**config.mk**
```make
export PLATFORM = sky130hd
export DESIGN_NAME = asp_core
export DESIGN_NICKNAME = d
export VERILOG_FILES = /design/src/inc/asp_pkg.sv /design/src/design/asp_core.sv
export SDC_FILE = /design/constraint.sdc
export NUM_CORES = 1
export LEC_CHECK = 0
export BUFFER_PORTS_ARGS = -buffer_cell sky130_fd_sc_hd__buf_2
export CORE_MARGIN = 2
export CORE_UTILIZATION = 47
export DETAILED_ROUTE_END_ITERATION = 8
export MAX_ROUTING_LAYER = met4
export PLACE_DENSITY = 0.75
export SETUP_SLACK_MARGIN = 0.4
export SLEW_MARGIN = 10
export SYNTH_ARGS = -nofsm -noshare
export SYNTH_HDL_FRONTEND = slang
export SYNTH_SLANG_ARGS = --single-unit
```
**constraint.sdc**
```tcl
create_clock -name mclk -period 11.9 [get_ports mclk]
set_input_delay 1.19 -clock mclk [delete_from_list [all_inputs] [get_ports mclk]]
set_output_delay 1.19 -clock mclk [all_outputs]
set_load 0.01 [all_outputs]
```
**src/inc/asp_pkg.sv**
```systemverilog
package asp_pkg;

  // ==========================================================
  // Register map, byte addresses on the Avalon-MM slave
  localparam logic [5:0] REG_CTRL = 6'h00;
  localparam logic [5:0] REG_FMT = 6'h04;
  localparam logic [5:0] REG_SLOT = 6'h08;
  localparam logic [5:0] REG_STAT = 6'h0C;
  localparam logic [5:0] REG_CMD = 6'h10;
  localparam logic [5:0] REG_TX0 = 6'h14;
  localparam logic [5:0] REG_RX0 = 6'h20;
  localparam int NCHAN = 3;

  // ==========================================================
  // Field layouts
  typedef enum logic [1:0] {
    RATE_128K = 2'b00,
    RATE_512K = 2'b01,
    RATE_1024K = 2'b10,
    RATE_1024K_ALT = 2'b11
  } asp_rate_type;

  typedef enum logic [1:0] {
    FILL_ZERO = 2'b00,
    FILL_ONE = 2'b01,
    FILL_SIGN = 2'b10,
    FILL_PROG = 2'b11
  } asp_fill_type;

  typedef struct packed {
    logic [2:0] slots_log2;
    asp_rate_type rate;
    logic long_sync;
    logic master;
    logic pcm;
    logic en;
  } asp_ctrl_type;

  typedef struct packed {
    logic [2:0] fill_val;
    asp_fill_type fill_mode;
    logic lsb_first;
    logic [1:0] shift;
    logic narrow;
  } asp_fmt_type;

  typedef struct packed {
    logic en;
    logic [3:0] slot;
  } asp_chan_type;

  localparam asp_ctrl_type CTRL_RST = 9'h000;
  localparam asp_fmt_type FMT_RST = 9'h001;
  localparam logic [14:0] SLOT_RST = 15'h0000;
  localparam int CMD_BURST_ON = 0;
  localparam int CMD_BURST_OFF = 1;
  localparam int STAT_BURST = 0;
  localparam int STAT_SYNC = 1;
  localparam int STAT_FRAMES = 8;

  // ==========================================================
  // Word and frame geometry
  localparam int WORD_BITS = 16;
  localparam int SAMPLE_BITS = 13;
  localparam logic [7:0] I2S_LAST = 8'h1F;
  localparam logic [7:0] LONG_SYNC_BITS = 8'h03;

  // ==========================================================
  // Bit clock timing in mclk cycles
  localparam int CLK_PERIOD_NS = 10;
  localparam int RATE_128K_HZ = 128000;
  localparam int RATE_512K_HZ = 512000;
  localparam int RATE_1024K_HZ = 1024000;
  localparam int BURST_MAX_HZ = 24000000;
  localparam int NS_PER_S = 1000000000;
  localparam logic [8:0] HALF_128K =
    9'(NS_PER_S / (2 * RATE_128K_HZ * CLK_PERIOD_NS));
  localparam logic [8:0] HALF_512K =
    9'(NS_PER_S / (2 * RATE_512K_HZ * CLK_PERIOD_NS));
  localparam logic [8:0] HALF_1024K =
    9'(NS_PER_S / (2 * RATE_1024K_HZ * CLK_PERIOD_NS));
  localparam logic [8:0] HALF_BURST =
    9'((NS_PER_S + 2 * BURST_MAX_HZ * CLK_PERIOD_NS - 1) /
       (2 * BURST_MAX_HZ * CLK_PERIOD_NS));

endpackage : asp_pkg

```
**src/design/asp_core.sv**
```systemverilog
// The implementer's own choices: the register offsets and register access over Avalon-MM.
`timescale 1ns/1ps
`default_nettype none
// Notes on behaviour
// Master drives bit clock and word select; slave takes them; data always out.
// I2S channel words are 16 bits, left word MSB on first data bit.
// I2S MSB goes out one bit clock after word select changes.
// Word select low carries left channel, high carries right channel.
// Output bits change on falling bit clock edges, captured on rising.
// I2S and PCM share one engine; only one personality active.
// PCM master makes bit clock and frame sync; slave takes them as inputs.
// Up to three full-duplex voice channels share the PCM line.
// Each frame holds at most 16 slots.
// Slot count and bit rate are selected by software.
// A channel transmits and receives in the same slot.
// Data output is released in slots that no channel uses.
// Release happens at the falling edge inside a used slot's last bit.
// Short sync is a one bit high pulse on the rising edge.
// Slave sees short sync on a fall; next rise starts slot zero.
// Long sync is three bits high, starting with slot zero's first bit.
// Narrowband mode uses 13 of 16 bits at a chosen place and order.
// Unused bits ignored on receive, filled as selected on transmit.
// Reset format is 13-bit left justified, MSB first.
// Burst mode runs the PCM bit clock up to 24 MHz.
// Burst starts only on a host command.
// The host sets mode, sync type and format.
// Received bits are captured on rising bit clock edges.

module asp_core (
  // Clock and reset
  input wire logic mclk,
  input wire logic sys_rst,
  // Avalon-MM register slave
  input wire logic [5:0] avs_address,
  input wire logic avs_read,
  input wire logic avs_write,
  input wire logic [3:0] avs_byteenable,
  input wire logic [31:0] avs_writedata,
  output logic [31:0] avs_readdata,
  output logic avs_waitrequest,
  // Bit clock pin
  input wire logic bclk_i,
  output logic bclk_o,
  output logic bclk_oe,
  // Word select or frame sync pin
  input wire logic sync_i,
  output logic sync_o,
  output logic sync_oe,
  // Serial data pins
  input wire logic sdin_i,
  output logic sdout_o,
  output logic sdout_oe
);

  // ========================================================
  // Registers
  asp_pkg::asp_ctrl_type ctrl_r;
  asp_pkg::asp_fmt_type fmt_r;
  asp_pkg::asp_chan_type [2:0] chan_r;
  logic [15:0] tx_r [asp_pkg::NCHAN];
  logic [15:0] rx_r [asp_pkg::NCHAN];
  logic burst_r;
  logic [7:0] frames_r;
  logic wait_r;
  logic [31:0] rdata_r;
  logic [31:0] rd_nxt;
  logic [31:0] wmerged;
  logic acc_wr;

  function automatic logic [31:0] merge(input logic [31:0] o,
    input logic [31:0] n, input logic [3:0] be);
    logic [31:0] m;
    m = o;
    for (int i = 0; i < 4; i++) begin
      if (be[i]) begin
        m[i*8 +: 8] = n[i*8 +: 8];
      end
    end
    return m;
  endfunction : merge

  // One wait state: the request is taken on the edge where wait is low.
  assign acc_wr = avs_write && !wait_r;

  always_ff @(posedge mclk) begin
    if (sys_rst) begin
      wait_r <= 1'b1;
    end else begin
      wait_r <= !((avs_read || avs_write) && wait_r);
    end
  end

  always_comb begin
    rd_nxt = 32'h0000_0000;
    wmerged = merge(rd_nxt, avs_writedata, avs_byteenable);
    unique case (avs_address)
      asp_pkg::REG_CTRL: rd_nxt = 32'(ctrl_r);
      asp_pkg::REG_FMT: rd_nxt = 32'(fmt_r);
      asp_pkg::REG_SLOT: rd_nxt = 32'(chan_r);
      asp_pkg::REG_STAT: begin
        rd_nxt[asp_pkg::STAT_BURST] = burst_r;
        rd_nxt[asp_pkg::STAT_SYNC] = sync_o;
        rd_nxt[asp_pkg::STAT_FRAMES +: 8] = frames_r;
      end
      default: begin
        for (int c = 0; c < asp_pkg::NCHAN; c++) begin
          if (avs_address == asp_pkg::REG_TX0 + 6'(4 * c)) begin
            rd_nxt = 32'(tx_r[c]);
          end
          if (avs_address == asp_pkg::REG_RX0 + 6'(4 * c)) begin
            rd_nxt = 32'(rx_r[c]);
          end
        end
      end
    endcase
    wmerged = merge(rd_nxt, avs_writedata, avs_byteenable);
  end

  always_ff @(posedge mclk) begin
    if (sys_rst) begin
      rdata_r <= 32'h0000_0000;
    end else if ((avs_read || avs_write) && wait_r) begin
      rdata_r <= rd_nxt;
    end
  end

  always_ff @(posedge mclk) begin
    if (sys_rst) begin
      ctrl_r <= asp_pkg::CTRL_RST;
      fmt_r <= asp_pkg::FMT_RST;
      chan_r <= asp_pkg::SLOT_RST;
      for (int c = 0; c < asp_pkg::NCHAN; c++) begin
        tx_r[c] <= 16'h0000;
      end
    end else if (acc_wr) begin
      unique case (avs_address)
        asp_pkg::REG_CTRL: ctrl_r <= wmerged[8:0];
        asp_pkg::REG_FMT: fmt_r <= wmerged[8:0];
        asp_pkg::REG_SLOT: chan_r <= wmerged[14:0];
        default: begin
          for (int c = 0; c < asp_pkg::NCHAN; c++) begin
            if (avs_address == asp_pkg::REG_TX0 + 6'(4 * c)) begin
              tx_r[c] <= wmerged[15:0];
            end
          end
        end
      endcase
    end
  end

  // Burst changes state only through the command register.
  always_ff @(posedge mclk) begin
    if (sys_rst) begin
      burst_r <= 1'b0;
    end else if (acc_wr && avs_address == asp_pkg::REG_CMD &&
                 avs_byteenable[0]) begin
      if (avs_writedata[asp_pkg::CMD_BURST_ON]) begin
        burst_r <= 1'b1;
      end else if (avs_writedata[asp_pkg::CMD_BURST_OFF]) begin
        burst_r <= 1'b0;
      end
    end
  end

  // ========================================================
  // Pin synchronisers and slave edge detection
  logic [2:0] bclk_sy;
  logic [1:0] sync_sy;
  logic [1:0] sd_sy;

  always_ff @(posedge mclk) begin
    if (sys_rst) begin
      bclk_sy <= 3'h0;
      sync_sy <= 2'h0;
      sd_sy <= 2'h0;
    end else begin
      bclk_sy <= {bclk_sy[1:0], bclk_i};
      sync_sy <= {sync_sy[0], sync_i};
      sd_sy <= {sd_sy[0], sdin_i};
    end
  end

  // ========================================================
  // Master bit clock divider
  logic [8:0] div_r;
  logic [8:0] half;
  logic tick;
  logic run_m;
  logic rise_ev;
  logic fall_ev;

  always_comb begin
    unique case (ctrl_r.rate)
      asp_pkg::RATE_128K: half = asp_pkg::HALF_128K;
      asp_pkg::RATE_512K: half = asp_pkg::HALF_512K;
      default: half = asp_pkg::HALF_1024K;
    endcase
    if (burst_r && ctrl_r.pcm) begin
      half = asp_pkg::HALF_BURST;
    end
  end

  assign run_m = ctrl_r.en && ctrl_r.master;
  assign tick = run_m && (div_r == half - 9'h001);
  assign rise_ev = ctrl_r.master ? (tick && !bclk_o)
                                 : (bclk_sy[1] && !bclk_sy[2]);
  assign fall_ev = ctrl_r.master ? (tick && bclk_o)
                                 : (!bclk_sy[1] && bclk_sy[2]);

  always_ff @(posedge mclk) begin
    if (sys_rst || !run_m || tick) begin
      div_r <= 9'h000;
    end else begin
      div_r <= div_r + 9'h001;
    end
  end

  always_ff @(posedge mclk) begin
    if (sys_rst) begin
      bclk_o <= 1'b0;
      bclk_oe <= 1'b0;
      sync_oe <= 1'b0;
    end else begin
      bclk_oe <= run_m;
      sync_oe <= run_m;
      if (!run_m) begin
        bclk_o <= 1'b0;
      end else if (tick) begin
        bclk_o <= !bclk_o;
      end
    end
  end

  // ========================================================
  // Frame position: cnt_r is the index of the bit now on the line
  logic [7:0] cnt_r;
  logic [7:0] last;
  logic [7:0] lidx;
  logic [7:0] lidx_p1;
  logic sync_prev_r;
  logic short_hit;

  assign last = ctrl_r.pcm ? 8'((9'h010 << ctrl_r.slots_log2) - 9'h001)
                           : asp_pkg::I2S_LAST;
  assign short_hit = !ctrl_r.master && ctrl_r.pcm && !ctrl_r.long_sync &&
                     sync_sy[1];
  assign lidx = short_hit ? 8'h00 : (cnt_r == last ? 8'h00 : cnt_r + 8'h01);
  assign lidx_p1 = lidx + 8'h01;

  always_ff @(posedge mclk) begin
    if (sys_rst || !ctrl_r.en) begin
      cnt_r <= 8'h00;
      sync_prev_r <= 1'b0;
    end else if (fall_ev) begin
      cnt_r <= lidx;
    end else if (rise_ev) begin
      sync_prev_r <= sync_sy[1];
      if (!ctrl_r.master && !ctrl_r.pcm && sync_sy[1] != sync_prev_r) begin
        cnt_r <= sync_sy[1] ? 8'h0F : 8'h1F;
      end else if (!ctrl_r.master && ctrl_r.pcm && ctrl_r.long_sync &&
                   sync_sy[1] && !sync_prev_r) begin
        cnt_r <= 8'h00;
      end
    end
  end

  // Master word select and frame sync.
  always_ff @(posedge mclk) begin
    if (sys_rst || !run_m) begin
      sync_o <= 1'b0;
    end else if (!ctrl_r.pcm && fall_ev) begin
      sync_o <= lidx_p1[4];
    end else if (ctrl_r.pcm && rise_ev) begin
      if (ctrl_r.long_sync) begin
        sync_o <= cnt_r < asp_pkg::LONG_SYNC_BITS;
      end else begin
        sync_o <= cnt_r == last;
      end
    end
  end

  // ========================================================
  // Slot decode and sample formatting
  typedef struct packed {
    logic hit;
    logic [1:0] ch;
  } asp_sel_type;

  function automatic asp_sel_type pick(input logic [7:0] idx,
    input logic pcm, input asp_pkg::asp_chan_type [2:0] ch);
    asp_sel_type s;
    s = '{hit: !pcm, ch: {1'b0, idx[4]}};
    if (pcm) begin
      for (int c = asp_pkg::NCHAN - 1; c >= 0; c--) begin
        if (ch[c].en && ch[c].slot == idx[7:4]) begin
          s = '{hit: 1'b1, ch: 2'(c)};
        end
      end
    end
    return s;
  endfunction : pick

  function automatic logic [15:0] fmt_tx(input logic [15:0] s,
    input asp_pkg::asp_fmt_type f);
    logic [2:0] fill;
    logic [18:0] ext;
    unique case (f.fill_mode)
      asp_pkg::FILL_ZERO: fill = 3'h0;
      asp_pkg::FILL_ONE: fill = 3'h7;
      asp_pkg::FILL_SIGN: fill = {3{s[12]}};
      asp_pkg::FILL_PROG: fill = f.fill_val;
    endcase
    ext = {fill, s[12:0], fill} >> f.shift;
    return f.narrow ? ext[15:0] : s;
  endfunction : fmt_tx

  function automatic logic [15:0] fmt_rx(input logic [15:0] w,
    input asp_pkg::asp_fmt_type f);
    logic [15:0] al;
    al = w << f.shift;
    return f.narrow ? {{3{al[15]}}, al[15:3]} : w;
  endfunction : fmt_rx

  asp_sel_type tsel;
  asp_sel_type rsel;
  logic [15:0] tword;
  logic [3:0] tbit;
  logic [3:0] rbit;
  logic [15:0] rword;
  logic [15:0] rsh_r;

  always_comb begin
    tsel = pick(lidx, ctrl_r.pcm, chan_r);
    rsel = pick(cnt_r, ctrl_r.pcm, chan_r);
    tword = ctrl_r.pcm ? fmt_tx(tx_r[tsel.ch], fmt_r) : tx_r[tsel.ch];
    tbit = (ctrl_r.pcm && fmt_r.lsb_first) ? lidx[3:0] : 4'hF - lidx[3:0];
    rbit = (ctrl_r.pcm && fmt_r.lsb_first) ? cnt_r[3:0] : 4'hF - cnt_r[3:0];
    rword = rsh_r;
    rword[rbit] = sd_sy[1];
  end

  // ========================================================
  // Serial output: launched on falling edges
  always_ff @(posedge mclk) begin
    if (sys_rst) begin
      sdout_o <= 1'b0;
      sdout_oe <= 1'b1;
    end else if (!ctrl_r.pcm) begin
      sdout_oe <= 1'b1;
      if (ctrl_r.en && fall_ev) begin
        sdout_o <= tword[tbit];
      end
    end else if (!ctrl_r.en) begin
      sdout_oe <= 1'b0;
    end else if (fall_ev) begin
      sdout_oe <= tsel.hit;
      sdout_o <= tsel.hit & tword[tbit];
    end
  end

  // ========================================================
  // Serial input: captured on rising edges
  always_ff @(posedge mclk) begin
    if (sys_rst) begin
      rsh_r <= 16'h0000;
      for (int c = 0; c < asp_pkg::NCHAN; c++) begin
        rx_r[c] <= 16'h0000;
      end
    end else if (ctrl_r.en && rise_ev && rsel.hit) begin
      rsh_r <= rword;
      if (cnt_r[3:0] == 4'hF) begin
        rx_r[rsel.ch] <= ctrl_r.pcm ? fmt_rx(rword, fmt_r) : rword;
      end
    end
  end

  always_ff @(posedge mclk) begin
    if (sys_rst || !ctrl_r.en) begin
      frames_r <= 8'h00;
    end else if (fall_ev && lidx == 8'h00) begin
      frames_r <= frames_r + 8'h01;
    end
  end

  assign avs_readdata = rdata_r;
  assign avs_waitrequest = wait_r;
endmodule : asp_core
`default_nettype wire

```
==> results.json <==
{
  "switching_share": 0.2448,
  "drc_errors": 0,
  "crit_family": "compound AO/OA/AOI/OAI gates",
  "path_cells": "ha_1 > and3_1 > xnor2_2 > or3b_2 > o21ai_0 > a22o_1 > a31oi_1 > o21bai_2 > nand2_2 > a222oi_1 > nor2_1 > a311o_1 > a311o_1 > a2111oi_2 > o31ai_1",
  "synth_top_area_cell": "edfxtp_1",
  "syn_area_per_cell_sq_um": 8.761,
  "ys_ff_latch": 201,
  "final_common_cell": "nor2_1",
  "critical_path.most_common_cell": "a311o_1",
  "period_share": 0.4797,
  "clockRootBuffer": "clkbuf_16",
  "tritoncts": "done",
  "postCtsSetupRepairBufs": 0,
  "start_util": 0.4791,
  "max_freq_ghz": 0.1752,
  "critical_path_depth": 15,
  "critPathLaunch": "cnt_r[0]",
  "wirelength_mm": 35.88,
  "regArea_sq_um": 4985,
  "clkSlewWorstSetupHoldPaths_ns": 0.07,
  "nFillCells": 2223,
  "clockBufferDepth": 3,
  "rrSetupSlack_ns": 6.19,
  "die_h_um": 161.5,
  "viasPerCell": 6.209,
  "crit_path_max_incr_delay_ns": 0.66,
  "yosysTopAreaCellShare": 0.2474,
  "layout_common_cells": "233 x nor2_1, 105 x dfxtp_1, 98 x nand2_1, 96 x edfxtp_1, 73 x a21oi_1",
  "arrival_ns": 6.12,
  "grt.total_usage": 0.2793,
  "drive_above_1_share": 0.1098,
  "crit_path_end": "sdout_o",
  "p_clk_frac": 0.453,
  "die_w_um": 161.5,
  "startpoint_type": "flip-flop",
  "reg2reg_from": "cnt_r[0]",
  "fin_crit_ns": 5.708,
  "tightest_slew_ns": 1.175,
  "cp_slowest_cell": "dfxtp_1",
  "routabilityCongestion": 0.9931,
  "grt_pass1_vias": 9701,
  "nets": 1396,
  "ant_nets": 0,
  "portBuffers": 53,
  "timing_hold_violations_final": 0,
  "ir_worst_vdd_uv": 100.0,
  "ys_seq_area_frac": 0.4278,
  "synth_area_leaders": "edfxtp_1 25%, dfxtp_1 18%, nor2_1 7.6%",
  "min_path_type": "flip-flop to flip-flop",
  "path_max_fanout": 16,
  "multiInputGateArea_sq_um": 6191,
  "setup_viol": 0,
  "critPathBufInv": 0,
  "core-area_sq_um": 24320,
  "clock_skew_ns": 0.01950,
  "fp-row-count": 57,
  "grt_max_degree": 74,
  "die_area_sq_um": 26070,
  "r2r_end": "sdout_o",
  "placed_cell_area_sq_um": 12080,
  "p_int_w": 0.001145,
  "drv_cap": 0,
  "hpwl_mm": 25.03,
  "holdBufCountCts": 0,
  "insertion_delay_ns": 0.53,
  "post-route-util": 0.5269,
  "netlist_instances": 1330,
  "synth_warnings": 0,
  "synth_area_sq_um": 11650,
  "cts-resized-gates": 0,
  "p_per_area_nw_per_um2": 118.3,
  "vias": 10440,
  "grt-ovfl-total": 0,
  "max_slew_margin": 0.2108,
  "pwr-share-seq": 0.496,
  "grt_pass1_wl_mm": 55.10,
  "synth.distinct_cells": 78,
  "power.total_w": 0.001516,
  "power_frac_comb": 0.051,
  "crit_required_ns": 12.31,
  "htree_levels": 1,
  "io_pins": 88,
  "reg2regPathDepth": 15,
  "async_reset_ff_frac": 0,
  "wl_per_cell_um": 21.33,
  "drtIter0Drc": 1571,
  "dr.pass1.iters": 8,
  "status": "completed",
  "syn_to_final_growth_pct": 9.964,
  "antenna_found_initial": 0,
  "critPathCaptureType": "flip-flop",
  "cts_buffers": 23,
  "synth-edff-count": 96,
  "synth_ff_type": "dfxtp_1",
  "net-switching-power_w": 0.0003710,
  "final.setup.tns_ns": 0,
  "critPathKind": "flip-flop to flip-flop",
  "cts_num_sinks": 201,
  "rsz0062_at_grt": "no",
  "postLayoutCellArea_sq_um": 12810,
  "drv_slew": 0,
  "p_leak_nw": 4.469
}
[per-layer routing]
metal	vias up	wire (um)	track usage
li1	4852	-	-
met1	4913	15040	0.3716
met2	591	16130	0.4270
met3	87	3602	0.05470
met4	0	1111	0.09740
met5	-	0	-
[how the worst min path moves through the flow]
stage	from	to	slack, ns	cells past startpoint
finish	sd_sy[0]	sd_sy[1]	0.43	1
global route	sync_sy[0]	sync_sy[1]	0.46	1
CTS	sd_sy[0]	sd_sy[1]	0.44	1
detailed placement	sd_sy[0]	sd_sy[1]	0.42	1
global placement	sd_sy[0]	sd_sy[1]	0.42	1
floorplan	bclk_sy[0]	bclk_sy[1]	0.41	1
[through the flow]
step	setup WS (ns)	hold slack [ns]	cells
6_report	6.192	0.4321	1682
5_1_grt	5.839	0.4629	1681
4_1_cts	6.308	0.4391	1681
3_5_place_dp	6.331	0.4247	1639
3_3_place_gp	6.335	0.4227	1639
2_1_floorplan	7.643	0.4138	1345
[registers in the layout (all words and copies together) (netlist names), 3 cells and up]
name	count
rx_r	48
avs_readdata	16
tx_r	48
frames_r	8
rsh_r	16
fmt_r	9
cnt_r	8
div_r	9
chan_r	15
bclk_sy	3
ctrl_r	9
[power groups by stage]
| stage | Combinational (W) | Sequential [W] | Clock [W] |
|---|---|---|---|
| after floorplan | 0.0000492 | 0.000764 | 0 |
| after global placement | 0.0000743 | 0.000766 | 0 |
| after global routing | 0.0000829 | 0.000753 | 0.000722 |
| final | 0.0000768 | 0.000752 | 0.000687 |
| after CTS | 0.0000753 | 0.000751 | 0.000700 |
| after detailed placement | 0.0000750 | 0.000766 | 0 |
[cell usage after synthesis, types with 5 or more instances]
library cell,count
buf_4,17
nand3_1,39
nor2_1,236
edfxtp_1,96
o22ai_1,5
and2_1,37
a31oi_1,12
buf_2,9
nor4_1,7
a311oi_1,5
o211ai_1,12
ha_1,7
inv_1,19
mux2_2,10
xnor2_1,28
a21oi_1,73
nor3_1,24
nor2b_1,32
dfxtp_1,105
a211oi_1,57
or3_1,6
nand4_1,15
and3_1,10
a21o_1,6
clkbuf_1,67
o31ai_1,5
buf_1,10
nand2_1,98
a221oi_1,6
a222oi_1,11
o21ai_0,56
nand2b_1,10
mux2i_1,53
xor2_1,23
nor3b_1,7
a22oi_1,47
[cell type report]
class                      instances  share of cell area
antenna                            1           0.0001953
clock buffer                      23             0.04492
clock inverter                    19             0.01191
inverter                          19            0.005566
multi-input combinational       1020              0.4832
sequential                       201              0.3890
tap                              324             0.03164
timing repair buffer              75             0.03359
[logic make-up after synthesis]
logic type,after synthesis,share of synthesized area
AND/OR/NAND/NOR,541,0.2168
flip-flops,201,0.4278
AO/OA/AOI/OAI,339,0.2011
other,1,0.0003218
buffers and inverters,124,0.04768
XOR/XNOR,52,0.03973
multiplexers,65,0.05906
adder cells (fa/ha/maj),7,0.007516
[worst reg2reg max path, stage by stage, from the launching register on]
cell,delay (ns)
dfxtp_1,0.66
ha_1,0.42
and3_1,0.49
xnor2_2,0.21
or3b_2,0.51
o21ai_0,0.08
a22o_1,0.20
a31oi_1,0.12
o21bai_2,0.54
nand2_2,0.40
a222oi_1,0.59
nor2_1,0.14
a311o_1,0.35
a311o_1,0.37
a2111oi_2,0.39
o31ai_1,0.12
(Power assumes the default switching activity.)
